==> config.mk <==
export PLATFORM = sky130hd
export DESIGN_NAME = acs_top
export DESIGN_NICKNAME = d
export VERILOG_FILES = /design/src/include/acs_pkg.sv /design/src/include/acs_if.sv /design/src/logic/acs_top.sv /design/src/logic/acs_result_mem.sv /design/src/logic/acs_sar.sv
export SDC_FILE = /design/constraint.sdc
export NUM_CORES = 1
export LEC_CHECK = 0
export ABC_AREA = 1
export BUFFER_PORTS_ARGS = -buffer_cell sky130_fd_sc_hd__buf_2
export CAP_MARGIN = 30
export CELL_PAD_IN_SITES_DETAIL_PLACEMENT = 1
export CELL_PAD_IN_SITES_GLOBAL_PLACEMENT = 2
export CORE_MARGIN = 2
export CORE_UTILIZATION = 33
export DETAILED_ROUTE_END_ITERATION = 8
export GPL_TIMING_DRIVEN = 1
export PLACE_DENSITY = 0.87
export SLEW_MARGIN = 15
export SYNTH_ARGS = -nofsm -noshare
export SYNTH_HDL_FRONTEND = slang
export SYNTH_SLANG_ARGS = --single-unit
==> constraint.sdc <==
create_clock -name pclk -period 2.1 [get_ports pclk]
set_input_delay 0.105 -clock pclk [delete_from_list [all_inputs] [get_ports pclk]]
set_output_delay 0.105 -clock pclk [all_outputs]
set_load 0.01 [all_outputs]
==> src/include/acs_pkg.sv <==
// Constants, register map and sequencer states of the conversion sequencer.
// Assumes one state of the converter equals one pclk cycle.
package acs_pkg;

    // ------------------------------------------------------------------
    // Register map (word index, byte address is four times the index)
    // ------------------------------------------------------------------
    localparam int          ADDR_W       = 18;
    localparam logic [15:0] IDX_CSR      = 16'hffe8;
    localparam logic [15:0] IDX_TEN      = 16'hfff7;
    localparam logic [15:0] IDX_RES_BASE = 16'hffe0;
    localparam logic [15:0] IDX_HOLD     = 16'hffe4;
    localparam logic [7:0]  CSR_RESET    = 8'h00;
    localparam logic [15:0] RES_RESET    = 16'h0000;
    localparam logic [7:0]  HOLD_RESET   = 8'h00;

    // ------------------------------------------------------------------
    // Field positions
    // ------------------------------------------------------------------
    localparam int CSR_DONE = 7;
    localparam int CSR_IE   = 6;
    localparam int CSR_GO   = 5;
    localparam int CSR_SCAN = 4;
    localparam int CSR_CKS  = 3;
    localparam int CSR_GRP  = 2;
    localparam int TEN_BIT  = 0;
    localparam int RES_W    = 10;
    localparam int RES_PAD  = 6;
    localparam int SLOTS    = 4;

    // ------------------------------------------------------------------
    // Timing in states
    // ------------------------------------------------------------------
    localparam int SYNC_MIN_SLOW = 18;
    localparam int SYNC_MAX_SLOW = 33;
    localparam int SYNC_MIN_FAST = 10;
    localparam int SYNC_MAX_FAST = 17;
    localparam int SAMPLE_SLOW   = 63;
    localparam int SAMPLE_FAST   = 31;
    localparam int CONV_MIN_SLOW = 259;
    localparam int CONV_MIN_FAST = 131;
    localparam int NEXT_SLOW     = 256;
    localparam int NEXT_FAST     = 128;
    localparam int STEPS         = 10;
    localparam int STEP_SLOW     = 17;
    localparam int STEP_FAST     = 8;
    localparam int FIN_SLOW      = CONV_MIN_SLOW - SYNC_MIN_SLOW - SAMPLE_SLOW - STEPS * STEP_SLOW;
    localparam int FIN_FAST      = CONV_MIN_FAST - SYNC_MIN_FAST - SAMPLE_FAST - STEPS * STEP_FAST;
    localparam int GAP_SLOW      = NEXT_SLOW - SAMPLE_SLOW - STEPS * STEP_SLOW - FIN_SLOW;
    localparam int GAP_FAST      = NEXT_FAST - SAMPLE_FAST - STEPS * STEP_FAST - FIN_FAST;

    localparam logic [5:0] SYNC_BASE_SLOW = 6'(SYNC_MIN_SLOW);
    localparam logic [5:0] SYNC_BASE_FAST = 6'(SYNC_MIN_FAST);
    localparam logic [3:0] SYNC_SPAN_SLOW = 4'(SYNC_MAX_SLOW - SYNC_MIN_SLOW);
    localparam logic [2:0] SYNC_SPAN_FAST = 3'(SYNC_MAX_FAST - SYNC_MIN_FAST);
    localparam logic [5:0] SAMP_LEN_SLOW  = 6'(SAMPLE_SLOW);
    localparam logic [5:0] SAMP_LEN_FAST  = 6'(SAMPLE_FAST);
    localparam logic [5:0] FIN_LEN_SLOW   = 6'(FIN_SLOW);
    localparam logic [5:0] FIN_LEN_FAST   = 6'(FIN_FAST);
    localparam logic [5:0] GAP_LEN_SLOW   = 6'(GAP_SLOW);
    localparam logic [5:0] GAP_LEN_FAST   = 6'(GAP_FAST);
    localparam logic [4:0] STEP_LEN_SLOW  = 5'(STEP_SLOW);
    localparam logic [4:0] STEP_LEN_FAST  = 5'(STEP_FAST);
    localparam logic [3:0] TOP_BIT        = 4'(STEPS - 1);

    // ------------------------------------------------------------------
    // Sequencer states, Gray along the usual path
    // ------------------------------------------------------------------
    typedef enum logic [2:0] {
        ACS_IDLE    = 3'b000,
        ACS_SYNC    = 3'b001,
        ACS_SAMPLE  = 3'b011,
        ACS_CONVERT = 3'b010,
        ACS_FINISH  = 3'b110,
        ACS_GAP     = 3'b111
    } acs_state_e;

endpackage : acs_pkg

==> src/include/acs_if.sv <==
// Carrier between the sequencer, the approximation engine and the result store.
// Assumes all three parts run on pclk.
`timescale 1ns/100ps
interface acs_if;
    logic        ce;
    logic        start;
    logic        abort;
    logic [4:0]  step_len;
    logic        cmp;
    logic        sar_done;
    logic [9:0]  sar_result;
    logic [9:0]  sar_trial;
    logic        clr;
    logic        wr_en;
    logic [1:0]  wr_slot;
    logic [15:0] wr_data;
    logic [1:0]  rd_slot;
    logic [15:0] rd_data;

    modport ctl (output ce, start, abort, step_len, cmp, clr, wr_en, wr_slot, wr_data, rd_slot,
                 input sar_done, sar_result, sar_trial, rd_data);
    modport sar (input ce, start, abort, step_len, cmp, output sar_done, sar_result, sar_trial);
    modport mem (input ce, clr, wr_en, wr_slot, wr_data, rd_slot, output rd_data);
endinterface : acs_if

==> src/logic/acs_top.sv <==
// Conversion sequencer top: APB register file, sequencer and request routing.
// Assumes an external comparator on cmp_in and a transfer controller on xfer_ack.
//
// Function
// - Ten approximation steps, left-aligned 16-bit result
// - Go bit starts single conversion, self-clears
// - Completion sets done flag, request if enabled
// - Controller service clears done flag automatically
// - CPU clears done only after reading status
// - One write sets mode, rate, inputs, go
// - Single end: store result, flag, clear go
// - Setting go again repeats single conversion
// - Scan starts at group first input
// - Next scan input follows a fixed gap, no sync delay
// - Scan repeats cyclically until go cleared
// - Scan flags done once per full sweep
// - Sync delay, then sampling window, then steps
// - Sync delay varies with rate selection
// - First conversion takes documented total states
// - Later scan conversions take fixed states
// - Transfer enable routes request to controller
// - Control/status field layout, reset zero
// - Four result words shared by two groups
// - Result read latches low byte in holder
// - Ten bits in top, low six zero
`timescale 1ns/100ps
module acs_top
    import acs_pkg::*;
(
    input  wire logic              pclk,
    input  wire logic              presetn,
    input  wire logic              ce,
    input  wire logic              psel,
    input  wire logic              penable,
    input  wire logic              pwrite,
    input  wire logic [ADDR_W-1:0] paddr,
    input  wire logic [31:0]       pwdata,
    input  wire logic [3:0]        pstrb,
    output logic      [31:0]       prdata,
    output logic                   pready,
    output logic                   pslverr,
    input  wire logic              standby,
    input  wire logic              cmp_in,
    input  wire logic              xfer_ack,
    output logic      [9:0]        dac_code,
    output logic                   sample_hold,
    output logic      [2:0]        input_sel,
    output logic                   converting,
    output logic                   conversion_done_request,
    output logic                   xfer_request
);
    // ------------------------------------------------------------------
    // Address decode
    // ------------------------------------------------------------------
    localparam logic [2:0] SEL_NONE = 3'h0;
    localparam logic [2:0] SEL_CSR  = 3'h1;
    localparam logic [2:0] SEL_TEN  = 3'h2;
    localparam logic [2:0] SEL_RES  = 3'h3;
    localparam logic [2:0] SEL_HOLD = 3'h4;

    function automatic logic [2:0] reg_sel(input logic [ADDR_W-1:0] a);
        logic [15:0] idx;
        idx = a[ADDR_W-1:2];
        if (a[1:0] != 2'b00) begin
            return SEL_NONE;
        end
        if (idx == IDX_CSR) begin
            return SEL_CSR;
        end
        if (idx == IDX_TEN) begin
            return SEL_TEN;
        end
        if (idx == IDX_HOLD) begin
            return SEL_HOLD;
        end
        if (idx[15:2] == IDX_RES_BASE[15:2]) begin
            return SEL_RES;
        end
        return SEL_NONE;
    endfunction : reg_sel

    acs_if cif ();

    logic        done;
    logic        irq_en;
    logic        go;
    logic        scan;
    logic        conversion_rate_select;
    logic [2:0]  chan;
    logic        ten;
    logic        read_seen;
    logic [7:0]  hold;
    logic [3:0]  div;
    logic [5:0]  cnt;
    logic [2:0]  cur_ch;
    logic        cmp_meta;
    logic        cmp_sync;
    acs_state_e  state;
    acs_state_e  next_state;

    wire  [2:0]  sel      = reg_sel(paddr);
    wire         access   = psel && penable;
    wire         finish   = access && pready;
    wire         wr_ok    = finish && pwrite && (sel != SEL_NONE);
    wire         rd_ok    = finish && !pwrite;
    wire         lane0    = pstrb[0];
    wire         csr_wr   = wr_ok && (sel == SEL_CSR) && lane0;
    wire         ten_wr   = wr_ok && (sel == SEL_TEN) && lane0;
    wire  [7:0]  csr_byte = {done, irq_en, go, scan, conversion_rate_select, chan};

    // ------------------------------------------------------------------
    // Sequencer decode
    // ------------------------------------------------------------------
    wire         stop      = standby || !go;
    wire         tick      = (cnt == 6'h01);
    wire  [2:0]  first_ch  = {chan[CSR_GRP], 2'b00};
    wire         last_ch   = (cur_ch == chan);
    wire         conv_end  = (state == ACS_FINISH) && tick && !stop;
    wire         sweep_end = conv_end && (!scan || last_ch);
    wire         single_end = conv_end && !scan;
    wire  [5:0]  sync_len  = conversion_rate_select ? (SYNC_BASE_FAST + {3'b000, SYNC_SPAN_FAST - div[2:0]})
                                 : (SYNC_BASE_SLOW + {2'b00, SYNC_SPAN_SLOW - div});
    wire  [5:0]  samp_len  = conversion_rate_select ? SAMP_LEN_FAST : SAMP_LEN_SLOW;
    wire  [5:0]  fin_len   = conversion_rate_select ? FIN_LEN_FAST : FIN_LEN_SLOW;
    wire  [5:0]  gap_len   = conversion_rate_select ? GAP_LEN_FAST : GAP_LEN_SLOW;
    wire         go_set    = csr_wr && pwdata[CSR_GO];
    wire         done_clr_cpu = csr_wr && !pwdata[CSR_DONE] && read_seen;
    wire         done_clr_xfer = xfer_ack && ten;

    assign cif.ce       = ce;
    assign cif.start    = (state == ACS_SAMPLE) && tick && !stop;
    assign cif.abort    = stop;
    assign cif.step_len = conversion_rate_select ? STEP_LEN_FAST : STEP_LEN_SLOW;
    assign cif.cmp      = cmp_sync;
    assign cif.clr      = standby;
    assign cif.wr_en    = conv_end;
    assign cif.wr_slot  = cur_ch[1:0];
    assign cif.wr_data  = {cif.sar_result, {RES_PAD{1'b0}}};
    assign cif.rd_slot  = paddr[3:2];

    acs_sar u_sar (
        .pclk    (pclk),
        .presetn (presetn),
        .s       (cif.sar)
    );

    acs_result_mem u_mem (
        .pclk    (pclk),
        .presetn (presetn),
        .m       (cif.mem)
    );

    // ------------------------------------------------------------------
    // APB response
    // ------------------------------------------------------------------
    logic [31:0] rd_mux;
    always_comb begin
        case (sel)
            SEL_CSR:  rd_mux = {24'h000000, csr_byte};
            SEL_TEN:  rd_mux = {31'h00000000, ten};
            SEL_RES:  rd_mux = {16'h0000, cif.rd_data};
            SEL_HOLD: rd_mux = {24'h000000, hold};
            default:  rd_mux = 32'h00000000;
        endcase
    end

    always_ff @(posedge pclk or negedge presetn) begin
        if (!presetn) begin
            pready  <= 1'b0;
            pslverr <= 1'b0;
            prdata  <= 32'h00000000;
        end else if (ce) begin
            pready  <= access && !pready;
            pslverr <= access && !pready && (sel == SEL_NONE);
            if (access && !pready) begin
                prdata <= pwrite ? 32'h00000000 : rd_mux;
            end
        end
    end

    // ------------------------------------------------------------------
    // Control and status bits
    // ------------------------------------------------------------------
    always_ff @(posedge pclk or negedge presetn) begin
        if (!presetn) begin
            irq_en <= CSR_RESET[CSR_IE];
            scan   <= CSR_RESET[CSR_SCAN];
            conversion_rate_select    <= CSR_RESET[CSR_CKS];
            chan   <= CSR_RESET[2:0];
            ten    <= 1'b0;
        end else if (ce) begin
            if (standby) begin
                irq_en <= CSR_RESET[CSR_IE];
                scan   <= CSR_RESET[CSR_SCAN];
                conversion_rate_select    <= CSR_RESET[CSR_CKS];
                chan   <= CSR_RESET[2:0];
            end else if (csr_wr) begin
                irq_en <= pwdata[CSR_IE];
                scan   <= pwdata[CSR_SCAN];
                conversion_rate_select    <= pwdata[CSR_CKS];
                chan   <= pwdata[2:0];
            end
            if (ten_wr) begin
                ten <= pwdata[TEN_BIT];
            end
        end
    end

    always_ff @(posedge pclk or negedge presetn) begin
        if (!presetn) begin
            go <= CSR_RESET[CSR_GO];
        end else if (ce) begin
            if (standby) begin
                go <= 1'b0;
            end else if (go_set) begin
                go <= 1'b1;
            end else if (csr_wr) begin
                go <= 1'b0;
            end else if (single_end) begin
                go <= 1'b0;
            end
        end
    end

    always_ff @(posedge pclk or negedge presetn) begin
        if (!presetn) begin
            done      <= CSR_RESET[CSR_DONE];
            read_seen <= 1'b0;
        end else if (ce) begin
            if (standby) begin
                done      <= 1'b0;
                read_seen <= 1'b0;
            end else if (sweep_end) begin
                done      <= 1'b1;
                read_seen <= 1'b0;
            end else if (done_clr_cpu || done_clr_xfer) begin
                done      <= 1'b0;
                read_seen <= 1'b0;
            end else if (rd_ok && (sel == SEL_CSR) && done) begin
                read_seen <= 1'b1;
            end
        end
    end

    always_ff @(posedge pclk or negedge presetn) begin
        if (!presetn) begin
            hold <= HOLD_RESET;
        end else if (ce) begin
            if (standby) begin
                hold <= HOLD_RESET;
            end else if (rd_ok && (sel == SEL_RES)) begin
                hold <= cif.rd_data[7:0];
            end
        end
    end

    // ------------------------------------------------------------------
    // Sequencer
    // ------------------------------------------------------------------
    always_comb begin
        next_state = state;
        case (state)
            ACS_IDLE:    next_state = go ? ACS_SYNC : ACS_IDLE;
            ACS_SYNC:    next_state = tick ? ACS_SAMPLE : ACS_SYNC;
            ACS_SAMPLE:  next_state = tick ? ACS_CONVERT : ACS_SAMPLE;
            ACS_CONVERT: next_state = cif.sar_done ? ACS_FINISH : ACS_CONVERT;
            ACS_FINISH:  next_state = tick ? (scan ? ACS_GAP : ACS_IDLE) : ACS_FINISH;
            ACS_GAP:     next_state = tick ? ACS_SAMPLE : ACS_GAP;
            default:     next_state = ACS_IDLE;
        endcase
        if (stop) begin
            next_state = ACS_IDLE;
        end
    end

    always_ff @(posedge pclk or negedge presetn) begin
        if (!presetn) begin
            state  <= ACS_IDLE;
            cnt    <= 6'h00;
            cur_ch <= 3'h0;
            div    <= 4'h0;
        end else if (ce) begin
            state <= next_state;
            div   <= div + 4'h1;
            if (state == ACS_IDLE) begin
                cnt    <= sync_len - 6'h01;
                cur_ch <= scan ? first_ch : chan;
            end else if (state == ACS_CONVERT) begin
                cnt <= fin_len - 6'h01;
            end else if (!tick) begin
                cnt <= cnt - 6'h01;
            end else if (state == ACS_FINISH) begin
                cnt    <= gap_len;
                cur_ch <= last_ch ? first_ch : cur_ch + 3'h1;
            end else begin
                cnt <= samp_len;
            end
        end
    end

    // ------------------------------------------------------------------
    // Pins and requests
    // ------------------------------------------------------------------
    always_ff @(posedge pclk or negedge presetn) begin
        if (!presetn) begin
            cmp_meta                <= 1'b0;
            cmp_sync                <= 1'b0;
            dac_code                <= 10'h000;
            sample_hold             <= 1'b0;
            input_sel               <= 3'h0;
            converting              <= 1'b0;
            conversion_done_request <= 1'b0;
            xfer_request            <= 1'b0;
        end else if (ce) begin
            cmp_meta                <= cmp_in;
            cmp_sync                <= cmp_meta;
            dac_code                <= cif.sar_trial;
            sample_hold             <= (state == ACS_SAMPLE);
            input_sel               <= cur_ch;
            converting              <= (state != ACS_IDLE);
            conversion_done_request <= done && irq_en && !ten;
            xfer_request            <= done && irq_en && ten;
        end
    end
endmodule : acs_top

==> src/logic/acs_result_mem.sv <==
// Four result words with a registered read port.
// Assumes the sequencer drives the write port and the bus drives the read slot.
`timescale 1ns/100ps
module acs_result_mem
    import acs_pkg::*;
(
    input wire logic pclk,
    input wire logic presetn,
    acs_if.mem       m
);
    logic [15:0] word [SLOTS];

    // ------------------------------------------------------------------
    // Storage
    // ------------------------------------------------------------------
    for (genvar i = 0; i < SLOTS; i++) begin : g_slot
        always_ff @(posedge pclk or negedge presetn) begin
            if (!presetn) begin
                word[i] <= RES_RESET;
            end else if (m.ce) begin
                if (m.clr) begin
                    word[i] <= RES_RESET;
                end else if (m.wr_en && (m.wr_slot == 2'(i))) begin
                    word[i] <= m.wr_data;
                end
            end
        end
    end

    always_ff @(posedge pclk or negedge presetn) begin
        if (!presetn) begin
            m.rd_data <= RES_RESET;
        end else if (m.ce) begin
            m.rd_data <= word[m.rd_slot];
        end
    end
endmodule : acs_result_mem

==> src/logic/acs_sar.sv <==
// Successive-approximation engine: one trial bit per step, MSB first.
// Assumes the comparator input is already synchronised.
`timescale 1ns/100ps
module acs_sar
    import acs_pkg::*;
(
    input wire logic pclk,
    input wire logic presetn,
    acs_if.sar       s
);
    logic       busy;
    logic [3:0] bit_idx;
    logic [4:0] tcnt;
    logic [9:0] acc;

    wire  [9:0] mask  = 10'h001 << bit_idx;
    wire  [9:0] trial = acc | mask;

    assign s.sar_result = acc;
    assign s.sar_trial  = busy ? trial : acc;

    // ------------------------------------------------------------------
    // Step engine
    // ------------------------------------------------------------------
    always_ff @(posedge pclk or negedge presetn) begin
        if (!presetn) begin
            busy       <= 1'b0;
            bit_idx    <= 4'h0;
            tcnt       <= 5'h00;
            acc        <= 10'h000;
            s.sar_done <= 1'b0;
        end else if (s.ce) begin
            s.sar_done <= 1'b0;
            if (s.abort) begin
                busy <= 1'b0;
            end else if (s.start) begin
                busy    <= 1'b1;
                acc     <= 10'h000;
                bit_idx <= TOP_BIT;
                tcnt    <= s.step_len;
            end else if (busy) begin
                if (tcnt == 5'h01) begin
                    if (s.cmp) begin
                        acc <= trial;
                    end
                    tcnt <= s.step_len;
                    if (bit_idx == 4'h0) begin
                        busy       <= 1'b0;
                        s.sar_done <= 1'b1;
                    end else begin
                        bit_idx <= bit_idx - 4'h1;
                    end
                end else begin
                    tcnt <= tcnt - 5'h01;
                end
            end
        end
    end
endmodule : acs_sar

==> results of run 1 <==
[synthesized netlist by cell type (2+ instances only)]
cell / instances / area, µm²
ha_1: 18 / 225.2
o21ai_1: 9 / 45.04
nor3_1: 2 / 10.01
a31oi_1: 12 / 75.07
nor2_1: 60 / 225.2
o21ai_2: 11 / 96.34
nand2_1: 234 / 878.3
inv_1: 113 / 424.2
xnor2_1: 5 / 43.79
dfrtp_1: 136 / 3403
a32oi_1: 2 / 17.52
o221ai_1: 11 / 96.34
xor2_1: 6 / 52.55
clkbuf_1: 18 / 67.56
a21oi_1: 34 / 170.2
or2_2: 2 / 12.51
buf_2: 11 / 55.05
nand3_4: 2 / 35.03
o31ai_1: 8 / 60.06
nor2_8: 2 / 40.04
nor2_4: 3 / 33.78
nand4_1: 7 / 43.79
nand2_2: 4 / 25.02
buf_1: 4 / 15.01
buf_4: 16 / 120.1
nand3_1: 43 / 215.2
o2111ai_1: 3 / 26.28
inv_2: 4 / 15.01
nor2_2: 3 / 18.77
o21ai_0: 105 / 525.5
[flip-flops by register name (all words and copies together), names as in the netlist, 2 cells and up]
| signal | flops |
|---|---|
| state | 3 |
| chan | 3 |
| div | 4 |
| u_sar.s.sar_result | 10 |
| dac_code | 10 |
| cnt | 6 |
| u_sar.bit_idx | 4 |
| u_mem.word | 40 |
| u_mem.m.rd_data | 10 |
| u_sar.tcnt | 5 |
| hold | 2 |
| input_sel | 3 |
| cur_ch | 3 |
| prdata | 16 |
[timing repair]
item,in CTS,in global routing
endpoints found under the setup margin,0,6
gates resized for setup,0,3
endpoints found under the hold margin,59,0
hold buffers,9,0
[through the flow]
stage                     hold WS (ps)  setup slack, ps  util [%]  power, W
after global placement           111.3            200.8     37.26  0.003857
after floorplan                 -190.6            351.1         -  0.003577
after detailed placement         110.5            131.4     37.26  0.003905
final                            90.76            198.6     40.81  0.007201
after CTS                        81.45            102.0     40.81  0.007281
after global routing             112.0           0.9970     40.81  0.007541
[power by group]
| group | leakage, nW | total, W | internal (W) | switching, W |
|---|---|---|---|---|
| combinational | 2.01 | 0.000983 | 0.000371 | 0.000613 |
| sequential | 1.81 | 0.00288 | 0.00276 | 0.000125 |
| clock | 0.318 | 0.00333 | 0.00220 | 0.00114 |
[worst max-delay path by stage]
stage / from / endpoint / slack [ps]
after detailed placement: cnt[1] / u_sar.bit_idx[1] / 130
after CTS: cnt[1] / u_sar.bit_idx[1] / 100
after global routing: cnt[1] / u_sar.bit_idx[1] / 1
final: cnt[1] / u_sar.bit_idx[1] / 200
after floorplan: cnt[1] / u_sar.s.sar_result[1] / 350
after global placement: cnt[1] / u_sar.bit_idx[2] / 200
[cell type report]
type	count	area share (%)
Clock buffer	20	5.389
Sequential cell	136	39.30
Timing Repair Buffer	103	7.817
Tap cell	275	3.973
Multi-Input combinational cell	612	36.18
Clock inverter	12	2.268
Inverter	117	5.072
[logic make-up (layout without fill, tap and decap cells)]
| group | Yosys count | in the layout | share of synthesized area [%] |
|---|---|---|---|
| adder cells (fa/ha/maj) | 18 | 18 | 3.133 |
| AND/OR/NAND/NOR | 365 | 365 | 21.81 |
| AO/OA/AOI/OAI | 202 | 202 | 16.47 |
| other | 1 | 16 | 0.05217 |
| flip-flops | 136 | 136 | 47.35 |
| XOR/XNOR | 11 | 11 | 1.340 |
| buffers and inverters | 167 | 252 | 9.852 |
[tightest hold or removal path, delay by kind of cell]
family	cells	cell delay [ps]
buf+inv	1	220
simple gates	2	150
[routing by layer]
metal  routed length (µm)  GRT usage [%]  vias up
met5                    0              0        -
met2                 9040          29.77      100
li1                     -              -     3063
met3                  670          3.024       19
met1                 8898          22.55     2944
met4                  287          5.741        0
==> impl_summary.txt, run 1 <==
----------------------------------------------------
[Run status]
  Result of the run ... finished, final reports clean

[Finish]
  Area Growth Syn to Fin ... 20.47%
  Post-route cell area ... 8660 µm²
  FF+latch area ... 3403 µm²
  Most frequent cells in the layout ... nand2_1 (234), dfrtp_1 (136), inv_1 (112), o21ai_0 (103), buf_2 (69)
  Most frequent standard cell in the layout excluding fill and tap cells ... nand2_1
  Net count, final ... 1068
  Post-Layout Cell Count ... 1275
  Ratio of cells with drive above 1 in the final layout ... 16.20%
  Layout filler cell count ... 2579
  Area of the multi-input gates ... 3133 µm²
  Diodes inserted ... 0

[GRT]
  Combined global-route utilization of all metal layers ... 17.47%
  Global-route congestion overflow total ... 0
  Maximum number of pins on one net before global-route repair ... 54
  Number of global-route vias before repair ... 6440
  Global-route wire length before repair ... 31.69 mm
  Antenna violations before repair ... 0

[Critical path]
  Type of origin of the critical path ... register
  Gate family responsible for the most delay along the worst path ... simple AND/OR/NAND/NOR gates
  CP max-delay cell ... dfrtp_1
  Crit path buf inv count ... 4
  Req. time, crit path ... 2400 ps
  Critical path, cell by cell ... inv_1 > ha_1 > nand2_2 > nor2_8 > nand3_4 > buf_4 > inv_2 > nor2_1 > inv_1 > nand2_1 > nand2_1 > o21ai_0
  R2r endpoint ... u_sar.bit_idx[1]
  Critical path data arrival time ... 2200 ps
  Slowest cell delay on critical path ... 360 ps
  Nature of the critical path endpoint ... register
  Setup CP Type ... reg -> reg
  Highest net fanout along the worst path ... 12
  Worst Reg-to-Reg Cells ... 12
  Reg2reg start ... cnt[1]
  Setup slack, reg-to-reg ... 200 ps
  Critical path depth in cells ... 12

[Synthesis]
  Synth async-reset ratio ... 100.0%
  Commonest register cell after synthesis ... dfrtp_1
  Seq/Total Area, Yosys ... 47.35%
  Library cells used by synthesis ... 42
  Mean instance size in the synthesized netlist ... 7.987 µm²
  Yosys warning count ... 0
  EDFF count, synth ... 0
  Synthesized flop and latch total ... 136
  Number of standard cells after synthesis ... 900
  Cell area after synthesis ... 7188 µm²

[Clock network]
  TritonCTS buffer count ... 17
  Total setup buffers inserted after CTS ... 0
  Clock Tree Root ... clkbuf_16
  Htree depth ... 4
  CTS tree ... done
  Number of buffers between clock root and the deepest sink ... 2
  Sink Count ... 136
  Clock latency on the worst-skew pair ... 420 ps
  CTS clk-pin slew, worst paths ... 60 ps

[Floorplanning]
  Die area ... 22980 µm²
  Row count ... 53
  Y dimension of the die ... 151.6 µm
  Number of top-level design ports ... 114
  Overall die width ... 151.6 µm
  Core area ... 21220 µm²
  Starting density of the core ... 33.87%

[Route]
  Number of DRC violations after detailed routing ... 0
  DRC marker count from the first detailed-route iteration ... 252
  Vias post-DR ... 6126
  Drt first pass iters ... 5
  Per-cell via count in the routed design ... 4.805
  Antenna Violating Nets Remaining ... 0
  Wire length per cell ... 14.82 µm
  Total wire length ... 18.90 mm

[Power and ir drop]
  VDD IR-drop max ... 0.4198 mV
  Leakage power total ... 4.147 nW
  Total power per unit cell area ... 831.6 nW/µm²

[Job]
  Max cap viols ... 0

[Timing]
  Crit path time final ... 1901 ps
  Hold Fails Final Rpt ... 0
  Clock Skews ... 7.540 ps
  Fraction of the cycle the final worst path needs ... 90.55%
  Final-report setup violation count ... 0
  Worst slew margin relative to its limit ... 63.63%
  RSZ-0062 raised after global routing ... no
  Slew Limit Fails ... 0
  Least-Margin Pin Slew ... 545.5 ps
  Accumulated negative setup slack ... 0 ps
  Maximum clock rate ... 525.9 MHz

[Min path]
  Hold/Removal Path Class ... in -> reg
  Start point of the worst min-delay path ... ce
  Endpoint, Worst Hold ... cif.cmp
  Number of instances on the worst hold path ... 3

[Placement]
  Cell Count Post-Placement ... 1234
  Number of buffers inserted by port buffering ... 70
  GP Congestion ... 0.7639
  Detailed placement HPWL ... 13.60 mm
  Placed cell area ... 7906 µm²

----------------------------------------------------
Power figures use the tool's default switching activity.
==> inputs of run 2 (changes only) <==
PLACE_DENSITY = unset   (was 0.87)
PLACE_DENSITY_LB_ADDON = 0.1   (was unset)
REMOVE_ABC_BUFFERS = 1   (was unset)
==> run 2 against run 1 <==
- global-route usage grew 1.4 points
- largest power group unchanged
- sequential share of layout area up 0.10 points
- critical path type unchanged
- clock power is 12% lower
- core utilization is 0.11 points lower
==> impl_summary.txt, run 2 (synthesized netlist as in run 1, its figures left out) <==
----------------------------------------------------
[Timing]
  Maximum clock rate ... 527.2 MHz (+0.24%)
  Final-report setup violation count ... 0 (unchanged)
  Worst slew margin relative to its limit ... 59.24% (-4.4 points)
  Slew Limit Fails ... 0 (unchanged)
  Crit path time final ... 1897 ps (-4.578 ps)
  Worst Setup Slack, final ... 203.1 ps (+4.578 ps)
  Least-Margin Pin Slew ... 611.5 ps (+65.97 ps)
  Fraction of the cycle the final worst path needs ... 90.33% (-0.22 points)
  Accumulated negative setup slack ... 0 ps (unchanged)
  Clock Skews ... 9.755 ps (+2.215 ps)
  Hold Fails Final Rpt ... 0 (unchanged)
  RSZ-0062 raised after global routing ... no

[Critical path]
  Highest net fanout along the worst path ... 7 (-5)
  Critical path, cell by cell ... inv_1 > ha_1 > nand2_2 > nor2_8 > nand3_4 > buf_4 > inv_1 > nor2_1 > inv_1 > nand2_1 > nand2_1 > o21ai_0
  Nature of the critical path endpoint ... register
  Slowest cell delay on critical path ... 360 ps (about the same)
  Type of origin of the critical path ... register
  Cell occurring most often along the worst timing path ... inv_1
  Setup CP Type ... reg -> reg
  Critical path data arrival time ... 2200 ps (about the same)
  CP max-delay cell ... dfrtp_1
  Req. time, crit path ... 2400 ps (about the same)

[Route]
  Wire length per cell ... 15.90 µm (+7.2%)
  Number of DRC violations after detailed routing ... 0 (unchanged)
  Per-cell via count in the routed design ... 4.863 (+1.2%)
  DRC marker count from the first detailed-route iteration ... 225 (-11%)
  Vias post-DR ... 6244 (+1.9%)
  Total wire length ... 20.41 mm (+8.0%)
  Antenna Violating Nets Remaining ... 0 (unchanged)
  Drt first pass iters ... 4 (-1)

[GRT]
  Combined global-route utilization of all metal layers ... 18.85% (+1.4 points)
  Antenna violations before repair ... 0 (unchanged)
  Global routing met3 resource utilization ... 3.473% (+0.45 points)
  Global-route wire length before repair ... 33.55 mm (+5.9%)
  GRT met2 Usage ... 31.31% (+1.5 points)
  Number of global-route vias before repair ... 6545 (+1.6%)
  Peak-usage layer in the global routing report ... met2
  Global-route congestion overflow total ... 0 (unchanged)
  GR Util met1 ... 25.17% (+2.6 points)
  Maximum number of pins on one net before global-route repair ... 59 (+9.3%)

[Finish]
  Ratio of cells with drive above 1 in the final layout ... 16.85% (+0.65 points)
  Regs by FF count ... u_mem.word (40), prdata (16)
  Net count, final ... 1077 (+0.84%)
  Diodes inserted ... 0 (unchanged)
  Most flop-heavy register ... u_mem.word
  Most frequent standard cell in the layout excluding fill and tap cells ... nand2_1
  Most frequent cells in the layout ... nand2_1 (234), dfrtp_1 (136), inv_1 (113), o21ai_0 (104), buf_2 (69)
  Area Growth Syn to Fin ... 20.16%
  Max FFs per register ... 40 (unchanged)
  Post-Layout Cell Count ... 1284 (+0.71%)
  Post-route cell area ... 8637 µm² (-0.26%)

[Clock network]
  TritonCTS buffer count ... 17 (unchanged)
  CTS tree ... done
  Clock Tree Root ... clkbuf_16
  Clock latency on the worst-skew pair ... 430 ps (about the same)
  Sink Count ... 136 (unchanged)
  Number of buffers between clock root and the deepest sink ... 2 (unchanged)
  CTS clk-pin slew, worst paths ... 60 ps (about the same)
  Htree depth ... 4 (unchanged)

[Floorplanning]
  Overall die width ... 151.6 µm (unchanged)
  Core area ... 21220 µm² (unchanged)
  Y dimension of the die ... 151.6 µm (unchanged)
  Die area ... 22980 µm² (unchanged)
  Row count ... 53 (unchanged)
  Number of top-level design ports ... 114 (unchanged)
  Starting density of the core ... 33.87% (unchanged)

[Placement]
  Cell Count Post-Placement ... 1241 (+0.57%)
  Detailed placement HPWL ... 14.76 mm (+8.6%)
  GP Congestion ... 0.7940 (+3.9%)
  Number of buffers inserted by port buffering ... 70 (unchanged)
  Placed cell area ... 7959 µm² (+0.66%)
  Worst slack at placement ... 186.1 ps (+54.74 ps)

[Power and ir drop]
  VDD IR-drop max ... 0.5304 mV (+26%)
  Total power ... 0.006828 W (-5.2%)
  Logic pwr share ... 15.1% (+1.4 points)
  Internal power of the cells ... 0.004859 W (-8.7%)
  Total power per unit cell area ... 790.6 nW/µm² (-4.9%)
  Sequential power share ... 42.2% (+2.2 points)
  Switch share ... 28.84% (+2.8 points)
  Part of the power in the clock network ... 42.7% (-3.6 points)
  Leakage power total ... 4.162 nW (+0.37%)
  Switching power ... 0.001969 W (+4.9%)

[Job]
  Max cap viols ... 0 (unchanged)

[Min path]
  Hold/Removal Path Class ... in -> reg

[Run status]
  Result of the run ... finished, final reports clean

----------------------------------------------------
run 2: changes by cell type in the layout (fill, tap and decap cells not counted), moves of 3 or more:
cell	previous run	this run
buf_4	20	29
bufinv_16	5	1
clkinv_4	1	5
clkinvlp_4	3	0
inv_6	0	3
run 2: timing repair:
item,4_1_cts,5_1_grt
resized for setup,0,1
hold buffers,9,0
endpoints found under the setup margin,0,2
buffers inserted,0,2
endpoints found under the hold margin,65,0
run 2: final cells by class:
class	instances	area, µm²
Inverter	117	439.2
Timing Repair Buffer	112	744.5
Clock buffer	19	452.9
Multi-Input combinational cell	612	3133
Sequential cell	136	3403
Clock inverter	13	120.1
Tap cell	275	344.1
Fill cell	2619	12580
run 2: power groups by stage:
stage	Clock [W]	Sequential (W)	Combinational, W
6_report	0.00292	0.00288	0.00103
5_1_grt	0.00312	0.00290	0.00118
4_1_cts	0.00301	0.00288	0.00102
3_5_place_dp	0	0.00293	0.00100
3_3_place_gp	0	0.00292	0.000963
2_1_floorplan	0	0.00290	0.000622
run 2: worst paths after layout:
path	start	endpoint	slack (ps)	depth (start not counted)
max	cnt[1]	u_sar.bit_idx[1]	200	12
min	standby	u_sar.s.sar_done	100	4
max reg2reg	cnt[1]	u_sar.bit_idx[1]	200	12
min reg2reg	converting	converting	480	2
max in group asynchronous	presetn	chan[0]	1180	3
min in group asynchronous	presetn	div[3]	240	2
run 2: metrics by stage:
| step | util [%] | hold WS (ps) |
|---|---|---|
| 2_1_floorplan | - | -190.6 |
| 3_3_place_gp | 37.51 | 126.1 |
| 3_5_place_dp | 37.51 | 133.1 |
| 4_1_cts | 40.63 | 86.03 |
| 5_1_grt | 40.70 | 132.0 |
| 6_report | 40.70 | 97.16 |
run 2: critical path: cells and delay by family (launching register included):
family | cells | cell delay (ps)
AO/OA/AOI/OAI | 1 | 90
adder cells (fa/ha/maj) | 1 | 190
buffers and inverters | 4 | 450
flip-flops | 1 | 360
AND/OR/NAND/NOR | 6 | 690
run 2: layer usage:
layer | vias to the layer above | wire length [µm]
met1 | 3060 | 9873
met3 | 19 | 539
li1 | 3082 | -
met2 | 83 | 9754
met5 | - | 0
met4 | 0 | 242
==> inputs of run 3 (changes only) <==
CELL_PAD_IN_SITES_DETAIL_PLACEMENT = unset   (was 1)
CELL_PAD_IN_SITES_GLOBAL_PLACEMENT = unset   (was 2)
CORE_UTILIZATION = 52   (was 33)
PLACE_DENSITY = 0.77   (was unset)
PLACE_DENSITY_LB_ADDON = unset   (was 0.1)
clock period = 1.5 ns   (was 2.1 ns; I/O delays follow)
==> run 3 against run 2 <==
- the flow now finishes with violations (setup timing)
- first-iteration DRC count up 120%
- flip-flop and latch count unchanged
- combinational power up 94%
- register-to-register slack worse by 500 ps
- sequential power up 40%
- final cell count down 3.3%
- setup slack worse by 500 ps
- core utilization up 29 points
- sequential share of layout area down 2.7 points
- worst hold slack worse by 22 ps
- highest routed layer unchanged
==> impl_summary.txt, run 3 (synthesized netlist as in run 1, its figures left out) <==
----------------------------------------------------
[Finish]
  Area Growth Syn to Fin ... 28.98%
  Ratio of cells with drive above 1 in the final layout ... 25.70% (+8.9 points)
  Net count, final ... 1135 (+5.4%)
  Layout filler cell count ... 1048 (-60%)
  Diodes inserted ... 0 (unchanged)
  Regs by FF count ... u_mem.word (40), prdata (16)
  Post-route cell area ... 9271 µm² (+7.3%)
  Max FFs per register ... 40 (unchanged)
  Most frequent standard cell in the layout excluding fill and tap cells ... nand2_1
  Most frequent cells in the layout ... nand2_1 (224), dfrtp_1 (136), inv_1 (106), o21ai_0 (79), buf_4 (74)
  Most flop-heavy register ... u_mem.word

[Power and ir drop]
  Leakage power total ... 4.519 nW (+8.6%)
  Total power ... 0.01023 W (+50%)
  Total power per unit cell area ... 1104 nW/µm² (+40%)
  VDD IR-drop max ... 0.9213 mV (+74%)

[Route]
  Antenna Violating Nets Remaining ... 0 (unchanged)
  Wire length per cell ... 14.78 µm (-7.0%)
  Total wire length ... 18.36 mm (-10%)
  Per-cell via count in the routed design ... 5.281 (+8.6%)
  DRC marker count from the first detailed-route iteration ... 501 (+120%)
  Number of DRC violations after detailed routing ... 0 (unchanged)
  Drt first pass iters ... 5 (+1)
  Vias post-DR ... 6559 (+5.0%)

[Floorplanning]
  Number of top-level design ports ... 114 (unchanged)
  Row count ... 42 (-21%)
  Starting density of the core ... 53.85% (+20 points)
  Overall die width ... 121.6 µm (-20%)
  Y dimension of the die ... 121.6 µm (-20%)
  Die area ... 14780 µm² (-36%)
  Core area ... 13350 µm² (-37%)

[Critical path]
  Setup CP Type ... reg -> reg
  Timing endpoint of the critical path ... u_mem.word[59]
  Req. time, crit path ... 1860 ps (-540 ps)
  Highest net fanout along the worst path ... 6 (-1)
  Reg2reg start ... cnt[1]
  R2r endpoint ... u_mem.word[59]
  Critical path data arrival time ... 2150 ps (-50 ps)
  Worst Reg-to-Reg Cells ... 10 (-2)
  Type of origin of the critical path ... register
  Worst setup path startpoint ... cnt[1]
  Setup slack, reg-to-reg ... -290 ps (-500 ps)
  Nature of the critical path endpoint ... register

[Clock network]
  Htree depth ... 4 (unchanged)
  Sink Count ... 136 (unchanged)
  TritonCTS buffer count ... 17 (unchanged)
  Clock Tree Root ... clkbuf_16
  CTS tree ... done
  Number of buffers between clock root and the deepest sink ... 2 (unchanged)
  CTS clk-pin slew, worst paths ... 60 ps (about the same)
  Clock latency on the worst-skew pair ... 430 ps (about the same)

[GRT]
  Antenna violations before repair ... 0 (unchanged)
  Global-route congestion overflow total ... 0 (unchanged)
  Maximum number of pins on one net before global-route repair ... 49 (-17%)
  Global-route wire length before repair ... 29.56 mm (-12%)
  Number of global-route vias before repair ... 6201 (-5.3%)
  Combined global-route utilization of all metal layers ... 25.59% (+6.7 points)

[Placement]
  Detailed placement HPWL ... 12.13 mm (-18%)
  Placed cell area ... 8238 µm² (+3.5%)
  Worst slack at placement ... -258.8 ps (-444.9 ps)
  GP Congestion ... 0.8775 (+11%)
  Number of buffers inserted by port buffering ... 70 (unchanged)

[Run status]
  Result of the run ... complete, but fails checks
  Violations in the final reports ... setup timing

[Min path]
  Hold/Removal Path Class ... in -> async

[Timing]
  Fraction of the cycle the final worst path needs ... 119.6% (+29 points)
  Clock Skews ... 5.311 ps (-4.445 ps)
  RSZ-0062 raised after global routing ... yes
  Slew Limit Fails ... 0 (unchanged)
  Worst Setup Slack, final ... -293.7 ps (-496.9 ps)
  Maximum clock rate ... 557.5 MHz (+5.7%)
  Crit path time final ... 1794 ps (-103.1 ps)
  Hold Fails Final Rpt ... 0 (unchanged)
  Final-report setup violation count ... 73 (+73)
  Tightest hold margin ... 75.12 ps (-22.04 ps)

[Job]
  Max cap viols ... 0 (unchanged)

----------------------------------------------------
==> run 3: cell count changes in the layout (fill, tap and decap cells not counted), moves of 4 or more <==
cell	change
buf_4	+45
o21ai_0	-25
o21ai_1	+16
buf_6	+12
nand2_1	-10
o21ai_2	+8
a21oi_1	-7
inv_1	-7
inv_2	+7
nand2_2	+7
a21oi_2	+4
ha_1	-4
ha_4	+4
==> run 3: per-layer routing <==
| layer | vias up | GRT usage (%) | wire length (µm) |
|---|---|---|---|
| met5 | - | 0 | 0 |
| met4 | 0 | 8.333 | 257 |
| met3 | 29 | 5.150 | 1116 |
| li1 | 3200 | - | - |
| met1 | 3094 | 34.13 | 7908 |
| met2 | 236 | 42.24 | 9078 |
==> run 3: worst min-delay path by stage <==
| stage | endpoint | depth (start not counted) | slack, ps | from |
|---|---|---|---|---|
| finish | div[2] | 2 | 80 | presetn |
| global route | div[3] | 2 | 90 | presetn |
| CTS | div[3] | 2 | 70 | presetn |
| detailed placement | div[3] | 1 | -50 | presetn |
| global placement | div[3] | 1 | -40 | presetn |
| floorplan | chan[0] | 0 | -220 | presetn |
==> run 3: metrics by stage <==
stage | instances | TNS (ps) | utilization [%]
finish | 1242 | -14340 | 69.46
global route | 1242 | -20610 | 69.46
CTS | 1238 | -13180 | 68.26
detailed placement | 1194 | -14120 | 61.72
global placement | 1194 | -10060 | 61.72
floorplan | 865 | -30140 | -
==> run 3: repair_timing <==
action                                 CTS  global route
buffers inserted                         3             1
pin swaps                               10            16
gates resized for setup                 49            54
cloned                                   2             3
endpoints found under the hold margin  145             0
hold buffers                             9             0
setup endpoints to repair               75            76
==> run 3: power by group <==
| group | switching, W | internal, W | leakage, nW | total (W) |
|---|---|---|---|---|
| Combinational | 0.00109 | 0.000913 | 2.42 | 0.00200 |
| Clock | 0.00159 | 0.00261 | 0.288 | 0.00420 |
| Sequential | 0.000167 | 0.00386 | 1.81 | 0.00403 |
==> run 3: cell type report <==
type / count / area, µm² / share of cell area (%)
well taps: 176 / 220.2 / 2.375
flip-flops and latches: 136 / 3403 / 36.71
multi-input cells: 612 / 3372 / 36.37
inverters: 117 / 439.2 / 4.737
repair buffers: 170 / 1237 / 13.35
clock inverters: 10 / 118.9 / 1.282
clock buffers: 21 / 480.5 / 5.182
==> run 3: worst max-delay path, stage by stage, from the launching register on <==
cell and delay (ps):
dfrtp_1 380, inv_2 80, ha_4 140, buf_6 100, nand4_4 100, nor2_4 200, nand3_2 120, a21oi_4 260
buf_6 200, nand2_1 70, o21ai_2 70
